==> config.mk <==
export PLATFORM = sky130hd
export DESIGN_NAME = sdram_ui_port
export DESIGN_NICKNAME = d
export VERILOG_FILES = /design/src/common/sdram_ui_pkg.sv /design/src/core/sdram_ui_port.sv
export SDC_FILE = /design/constraint.sdc
export NUM_CORES = 2
export LEC_CHECK = 0
export ABC_CLOCK_PERIOD_IN_PS = 10560
export BUFFER_PORTS_ARGS = -buffer_cell sky130_fd_sc_hd__clkbuf_2
export CAP_MARGIN = 0
export CORE_AREA = 5 5 381 271
export DETAILED_ROUTE_END_ITERATION = 8
export DIE_AREA = 0 0 386 276
export PLACE_DENSITY = 0.72
export SKIP_CTS_REPAIR_TIMING = 1
export SLEW_MARGIN = 20
export SYNTH_ARGS = -nofsm -noshare
export SYNTH_HDL_FRONTEND = slang
export SYNTH_SLANG_ARGS = --single-unit
==> constraint.sdc <==
create_clock -name ref_clk_in -period 10.56 [get_ports ref_clk_in]
set_clock_uncertainty 0.15 [all_clocks]
set_input_delay 0 -clock ref_clk_in [delete_from_list [all_inputs] [get_ports ref_clk_in]]
set_output_delay 0 -clock ref_clk_in [all_outputs]
set_load 0.05 [all_outputs]
==> src/common/sdram_ui_pkg.sv <==
`default_nettype none
package sdram_ui_pkg;
    localparam int ADDR_WIDTH = 29;
    localparam int APP_DATA_WIDTH = 64;
    localparam int APP_MASK_WIDTH = 8;
    localparam int CMD_WIDTH = 3;
    localparam logic [CMD_WIDTH-1:0] CMD_WRITE = 3'h0;
    localparam logic [CMD_WIDTH-1:0] CMD_READ = 3'h1;

    localparam int CLK_PERIOD_PS = 5000;
    localparam int CALIB_TIME_NS = 2000;
    localparam int CALIB_CYCLES = (CALIB_TIME_NS * 1000 + CLK_PERIOD_PS - 1) / CLK_PERIOD_PS;
    localparam int CALIB_CNT_W = 9;
    localparam logic [CALIB_CNT_W-1:0] CALIB_CNT_RESET = 9'h000;

    localparam int WDF_DEPTH = 4;
    localparam int WDF_PTR_W = 2;
    localparam int WDF_CNT_W = 3;
    localparam logic [WDF_PTR_W-1:0] WDF_PTR_RESET = 2'h0;
    localparam logic [WDF_CNT_W-1:0] WDF_CNT_RESET = 3'h0;

    localparam int MEM_WORDS = 16;
    localparam int MEM_IDX_W = 4;
    localparam int ADDR_LSB = 3;
    localparam int BEAT_W = 1;
    localparam logic [BEAT_W-1:0] BEAT_LAST = 1'h1;
    localparam logic [BEAT_W-1:0] BEAT_RESET = 1'h0;

    typedef enum logic [1:0] {
        ST_CALIB,
        ST_IDLE,
        ST_WRITE,
        ST_READ
    } ui_state_t;
endpackage
`default_nettype wire

==> src/core/sdram_ui_port.sv <==
// What this block does
// (RULE1) Requester presents a flat address with every request it submits.
// (RULE2) Requester drives a three-bit command selecting the operation.
// (RULE3) Request strobe active high; address, command, size, priority sampled together.
// (RULE4) Ready high means a command is taken; strobes while low must be retried.
// (RULE5) Reserved priority, size and self-refresh inputs are tied to zero.
// (RULE6) Read data returns on a bus as wide as the application data.
// (RULE7) Read-valid is high in every cycle carrying valid read data.
// (RULE8) Read-end is high in the cycle with the final read beat.
// (RULE9) Requester supplies write data qualified by a write data strobe.
// (RULE10) A write beat moves only when buffer-ready and strobe are both high.
// (RULE11) Buffer-ready is high only while the write buffer has room.
// (RULE12) Requester marks the final write beat of a request with write-end.
// (RULE13) Requester drives a byte mask with each write beat.
// (RULE14) Runs on the user clock with an active-high synchronous reset output.
// (RULE15) Calibration-complete rises once initialization and calibration are finished.
// (RULE16) Command code 000 is write, 001 is read; others unused.
`default_nettype none
module sdram_ui_port
    import sdram_ui_pkg::*;
(
    input wire logic ref_clk_in,
    input wire logic reset_in,
    input wire logic [sdram_ui_pkg::ADDR_WIDTH-1:0] req_addr_in,
    input wire logic [sdram_ui_pkg::CMD_WIDTH-1:0] req_cmd_in,
    input wire logic req_en_in,
    output logic req_rdy_out,
    input wire logic req_priority_reserved_in,
    input wire logic req_size_reserved_in,
    input wire logic self_refresh_req_reserved_in,
    output logic [sdram_ui_pkg::APP_DATA_WIDTH-1:0] rd_data_out,
    output logic rd_data_end_out,
    output logic rd_data_valid_out,
    input wire logic [sdram_ui_pkg::APP_DATA_WIDTH-1:0] wdf_data_in,
    input wire logic wdf_end_in,
    input wire logic [sdram_ui_pkg::APP_MASK_WIDTH-1:0] wdf_mask_in,
    output logic wdf_rdy_out,
    input wire logic wdf_wren_in,
    output logic calib_complete_out,
    output logic user_side_reset_out
);
    import sdram_ui_pkg::*;

    localparam int WDF_W = APP_DATA_WIDTH + APP_MASK_WIDTH + 1;

    ui_state_t state_ff;
    logic [CALIB_CNT_W-1:0] calib_cnt_ff;
    logic calib_done_ff;
    logic reset_ff;
    logic [MEM_IDX_W-1:0] base_idx_ff;
    logic [BEAT_W-1:0] beat_ff;
    logic [WDF_W-1:0] wdf_mem [WDF_DEPTH];
    logic [WDF_PTR_W-1:0] wdf_wptr_ff;
    logic [WDF_PTR_W-1:0] wdf_rptr_ff;
    logic [WDF_CNT_W-1:0] wdf_cnt_ff;
    logic [APP_DATA_WIDTH-1:0] store_mem [MEM_WORDS];
    logic [APP_DATA_WIDTH-1:0] rd_data_ff;
    logic rd_valid_ff;
    logic rd_end_ff;
    logic take;
    logic push;
    logic pop;
    logic [WDF_W-1:0] head;
    logic head_end;
    logic [APP_MASK_WIDTH-1:0] head_mask;
    logic [APP_DATA_WIDTH-1:0] head_data;
    logic [MEM_IDX_W-1:0] cur_idx;
    logic in_read;
    logic [APP_DATA_WIDTH-1:0] merged_word;

    // Burst end test, shared by both paths and the end flag
    function automatic logic last_beat(input logic [BEAT_W-1:0] beat);
        return beat == BEAT_LAST;
    endfunction

    // Command decode to the state that serves it
    function automatic ui_state_t cmd_target(input logic [CMD_WIDTH-1:0] cmd);
        if (cmd == CMD_WRITE) begin
            return ST_WRITE;
        end else if (cmd == CMD_READ) begin
            return ST_READ;
        end
        return ST_IDLE;
    endfunction

    // Reserved inputs are sampled by nothing; their value has no effect [RULE5]
    assign req_rdy_out = (state_ff == ST_IDLE); // [RULE4]
    assign take = req_en_in && req_rdy_out; // [RULE3] [RULE4]
    assign wdf_rdy_out = calib_done_ff && (wdf_cnt_ff < WDF_CNT_W'(WDF_DEPTH)); // [RULE11]
    assign push = wdf_wren_in && wdf_rdy_out; // [RULE10]
    assign pop = (state_ff == ST_WRITE) && (wdf_cnt_ff != WDF_CNT_RESET);
    assign head = wdf_mem[wdf_rptr_ff];
    assign head_end = head[WDF_W-1];
    assign head_mask = head[APP_DATA_WIDTH +: APP_MASK_WIDTH];
    assign head_data = head[APP_DATA_WIDTH-1:0];
    assign cur_idx = base_idx_ff + MEM_IDX_W'(beat_ff);
    assign in_read = (state_ff == ST_READ);

    // Outputs straight from flops; no logic between register and port
    assign rd_data_out = rd_data_ff; // [RULE6]
    assign rd_data_valid_out = rd_valid_ff;
    assign rd_data_end_out = rd_end_ff;
    assign calib_complete_out = calib_done_ff;
    assign user_side_reset_out = reset_ff;

    // Reset output follows the input one clock later, on the user clock [RULE14]
    always_ff @(posedge ref_clk_in) begin
        reset_ff <= reset_in;
    end

    // Calibration wait: no request or write beat is taken before it ends [RULE15]
    // Counter freezes once done; only a reset starts calibration again
    always_ff @(posedge ref_clk_in) begin
        if (reset_in) begin
            calib_cnt_ff <= CALIB_CNT_RESET;
            calib_done_ff <= 1'b0;
        end else if (!calib_done_ff) begin
            calib_cnt_ff <= calib_cnt_ff + 1'b1;
            calib_done_ff <= (calib_cnt_ff == CALIB_CNT_W'(CALIB_CYCLES - 1));
        end
    end

    always_ff @(posedge ref_clk_in) begin
        if (reset_in) begin
            state_ff <= ST_CALIB;
        end else begin
            unique case (state_ff)
                ST_CALIB: begin
                    if (calib_done_ff) begin
                        state_ff <= ST_IDLE;
                    end
                end
                ST_IDLE: begin
                    // Unused codes are taken and dropped so the requester never stalls [RULE16]
                    if (take) begin
                        state_ff <= cmd_target(req_cmd_in);
                    end
                end
                ST_WRITE: begin
                    // Write ends at the marked beat or after the burst length [RULE12]
                    // An empty buffer simply holds the write until data arrives
                    if (pop && (head_end || last_beat(beat_ff))) begin
                        state_ff <= ST_IDLE;
                    end
                end
                ST_READ: begin
                    // One beat per cycle; the read side never stalls
                    if (last_beat(beat_ff)) begin
                        state_ff <= ST_IDLE;
                    end
                end
            endcase
        end
    end

    // Address step of 8: the three low bits select no word [RULE1]
    always_ff @(posedge ref_clk_in) begin
        if (reset_in) begin
            base_idx_ff <= '0;
            beat_ff <= BEAT_RESET;
        end else if (take) begin
            base_idx_ff <= req_addr_in[ADDR_LSB +: MEM_IDX_W];
            beat_ff <= BEAT_RESET;
        end else if (pop || in_read) begin
            beat_ff <= beat_ff + 1'b1;
        end
    end

    // Write data buffer; data may arrive ahead of its command [RULE9] [RULE10]
    // No reset on the array; the pointers and the count decide what is valid
    always_ff @(posedge ref_clk_in) begin
        if (push) begin
            wdf_mem[wdf_wptr_ff] <= {wdf_end_in, wdf_mask_in, wdf_data_in};
        end
    end

    // Count is one bit wider than the pointers, so full and empty differ
    always_ff @(posedge ref_clk_in) begin
        if (reset_in) begin
            wdf_wptr_ff <= WDF_PTR_RESET;
            wdf_rptr_ff <= WDF_PTR_RESET;
            wdf_cnt_ff <= WDF_CNT_RESET;
        end else begin
            if (push) begin
                wdf_wptr_ff <= wdf_wptr_ff + 1'b1;
            end
            if (pop) begin
                wdf_rptr_ff <= wdf_rptr_ff + 1'b1;
            end
            wdf_cnt_ff <= wdf_cnt_ff + WDF_CNT_W'(push) - WDF_CNT_W'(pop);
        end
    end

    // Byte lanes merged first, so one process alone writes the store [RULE13]
    for (genvar b = 0; b < APP_MASK_WIDTH; b++) begin : g_lane
        // Mask bit high keeps the stored byte
        assign merged_word[b*8 +: 8] = head_mask[b] ? store_mem[cur_idx][b*8 +: 8]
            : head_data[b*8 +: 8];
    end

    always_ff @(posedge ref_clk_in) begin
        if (pop) begin
            store_mem[cur_idx] <= merged_word;
        end
    end

    always_ff @(posedge ref_clk_in) begin
        if (reset_in) begin
            rd_data_ff <= '0;
            rd_valid_ff <= 1'b0;
            rd_end_ff <= 1'b0;
        end else begin
            // Flags lag the state by one flop, so beats show two cycles after a take
            rd_valid_ff <= in_read; // [RULE7]
            rd_end_ff <= in_read && last_beat(beat_ff); // [RULE8]
            if (in_read) begin
                rd_data_ff <= store_mem[cur_idx]; // [RULE6]
            end
        end
    end
endmodule // sdram_ui_port
`default_nettype wire

==> run_results.csv <==
group,metric,value,unit
worst_hold_path,hold_path.startpoint,"wdf_wren_in",
timing,finalHoldViolCount,0,
clock_network,cts_tree,"built",
finish,drive_above_1_share,0.280,
synth,async_flop_share,0,
place,place_ws,5.24,ns
job,cap_violations,0,
place,dp_cells,3937,
timing,holdWs,0.254,ns
worst_setup_path,reg2reg_depth,8,
routing,first_iter_violations,3074,
synth,ys_types,46,
worst_setup_path,path_max_fanout,83,
power,pwr-share-seq,0.567,
routing,ant_nets,0,
floorplanning,fp.dieH,276,um
synth,yosysWarnings,0,
worst_hold_path,hold_path_class,"in2reg",
power,swShare,0.188,
status,outcome,"finished clean",
clock_network,insertion_delay,0.72,ns
worst_setup_path,r2r-end,"store_mem[6][9]$_DFFE_PP_",
place,post-dp-hpwl,66.4,mm
synth,synth_fa_ha_area_frac,0.00245,
timing,setup_violations,0,
finish,antenna-diode-count,0,
finish,final_util,0.628,
place,place.gp.congestion,0.785,
finish,nNetsFinal,3018,
worst_hold_path,hold_end,"wdf_mem[2][36]$_DFFE_PP_",
synth,synth.area.mux_share,0.137,
worst_setup_path,end_kind,"flop",
power,powerDensity,170,nW/um2
worst_setup_path,rr_startpoint,"beat_ff$_SDFFE_PP0P_",
synth,synth-xor-area-share,0.00227,
floorplanning,coreArea,99200,um2
worst_setup_path,cp.arrival,5.28,ns
routing,routed-via-count,27800,
finish,final_common_cell,"edfxtp_1",
floorplanning,io_pins,182,
clock_network,clock_sinks,1409,
routing,vias_per_cell,6.40,
timing,tightest_slew,1.13,ns
synth,synth_edf_count,1316,
synth,synth_area_per_cell,21.2,um2
timing,finalCritPeriodShare,0.483,
routing,drc_errors,0,
power,power.total,10.6,mW
floorplanning,dieArea,107000,um2
global_route,busiest_layer,"met2",
floorplanning,rows,97,
place,io_buffer_count,153,
synth,ys.flop_type,"edfxtp_1",
place,dpl_cell_area,56400,um2
synth,ys_ff_latch,1409,
floorplanning,die_w,386,um
routing,first_pass_iters,5,
global_route,grt_util_met2,0.387,
timing,fin_ws,5.46,ns
global_route,track_usage,0.242,
timing,timing.slew.headroom,0.249,
worst_setup_path,startpoint_type,"flop",
timing,rsz0062_at_grt,"false",
timing,fin_crit,5.10,ns
finish,fin_cells,4340,
synth,synth-seq-area-share,0.765,
synth,synth_compound_area_frac,0.0388,
worst_hold_path,holdPathStages,3,
power,combPwrFrac,0.008,
worst_setup_path,cp.required,10.74,ns
global_route,globalRoute.totalOverflow,0,
clock_network,h-tree-depth,3,
synth,syn-num-nets,2673,
worst_setup_path,criticalPathCategory,"reg2reg",
timing,slew_violations,0,
routing,wirelength,131,mm
synth,yosys.area_share.simple,0.0394,
finish,fill_cells,6561,
floorplanning,initial_core_util,0.545,
synth,synth_top_family_by_area,"multiplexers",
power,p_int,8.62,mW
global_route,grt_max_degree,166,
power,ir_worst_vdd,0.156,mV
global_route,antenna_found_initial,0,
finish,area_growth,15.2,%
routing,wl_per_cell,30.2,um
global_route,met1_usage,0.350,
clock_network,root_buffer,"clkbuf_16",
global_route,grt_pass1_vias,27600,
global_route,grt_pass1_wl,189,mm
finish,mostFrequentLayoutCells,"edfxtp_1, mux4_2, nor3b_1, dlygate4sd3_1, clkbuf_2",
clock_network,cts_buffer_depth,3,
synth,syn-instance-count,2551,
power,p_leak,19.1,nW
timing,max_freq,0.196,GHz
finish,stdcell_area,62300,um2
worst_setup_path,rrSetupSlack,5.46,ns
power,p_sw,2.00,mW
global_route,grt_use_met3,0.0374,
synth,syn_area,54100,um2
power,clkPwrFrac,0.424,
clock_network,clk_pin_slew,0.07,ns
timing,tns,0,ns
clock_network,cts_buffers,121,
## metal layers
| layer | part of all wire | vias to the layer above |
|---|---|---|
| li1 | - | 11300 |
| met1 | 0.39 | 14700 |
| met2 | 0.50 | 1477 |
| met3 | 0.079 | 227 |
| met4 | 0.032 | 0 |
| met5 | 0 | - |
## power groups by stage
stage	combinational, mW	sequential [mW]	clock (mW)
after detailed placement	0.0391	6.15	0
after global routing	0.0952	6.02	4.81
after global placement	0.0350	6.15	0
final	0.0883	6.03	4.51
after floorplan	0.00614	6.15	0
after CTS	0.0392	6.03	4.56
## layout make-up
cell class | count | area [um2] | area share
clock buffer | 155 | 3370 | 0.0541
clock inverter | 76 | 682 | 0.0109
inverter | 9 | 33.8 | 0.000542
multi-input combinational | 978 | 12200 | 0.196
sequential | 1409 | 41400 | 0.664
tap | 1336 | 1670 | 0.0268
timing repair buffer | 377 | 2960 | 0.0475
## cell usage after synthesis (all sizes together), types with 2 or more instances
cell type	instances	area share
nand4b	3	0.00049
ha	9	0.0021
nand2	14	0.0010
o21a	3	0.00042
and2	3	0.00035
mux4	329	0.14
dfxtp	93	0.034
xnor2	8	0.0013
buf	73	0.0083
a211oi	2	0.00051
mux2i	2	0.00037
edfxtp	1316	0.73
a2111oi	64	0.018
a31oi	4	0.00086
clkbuf	82	0.0057
nor4	4	0.00046
inv	9	0.00062
nand3	7	0.00065
o21ai	65	0.0060
nor3b	192	0.027
nor2b	8	0.00097
xor2	6	0.00097
nand3b	2	0.00028
and3	6	0.00069
a21oi	135	0.012
nor2	99	0.0070
or2	4	0.00046
## worst max-delay path, stage by stage, from the launching register on
cell and delay [ns]:
dfxtp_1 0.45, ha_4 0.57, buf_12 0.34, buf_16 0.50, buf_6 0.66, mux4_2 0.58, nor3b_1 0.16, a2111oi_2 0.69
a21oi_1 0.46
## registers in the layout (all words and copies together) (netlist names), named ones only
signal	flops
rd_data_valid_out	1
wdf_rptr_ff	2
beat_ff	1
calib_complete_out	1
base_idx_ff	4
wdf_mem	292
calib_cnt_ff	9
store_mem	1024
user_side_reset_out	1
wdf_wptr_ff	2
rd_data_end_out	1
wdf_cnt_ff	3
rd_data_out	64
state_ff	2
## how the worst max path moves through the flow
stage                                     from                         end  slack, ns
after floorplan           beat_ff$_SDFFE_PP0P_  store_mem[12][0]$_DFFE_PP_       1.76
after global placement    beat_ff$_SDFFE_PP0P_   store_mem[2][6]$_DFFE_PP_       5.34
after detailed placement  beat_ff$_SDFFE_PP0P_  store_mem[14][9]$_DFFE_PP_       5.24
after CTS                 beat_ff$_SDFFE_PP0P_   store_mem[6][9]$_DFFE_PP_       5.21
after global routing      beat_ff$_SDFFE_PP0P_   store_mem[6][9]$_DFFE_PP_       5.10
final                     beat_ff$_SDFFE_PP0P_   store_mem[6][9]$_DFFE_PP_       5.46
## cells by family after synthesis
logic type | after synthesis
AND/OR/NAND/NOR | 345
adder cells (fa/ha/maj) | 10
multiplexers | 331
buffers and inverters | 164
AO/OA/AOI/OAI | 278
flip-flops | 1409
XOR/XNOR | 14
Power figures use the tool's default switching activity.
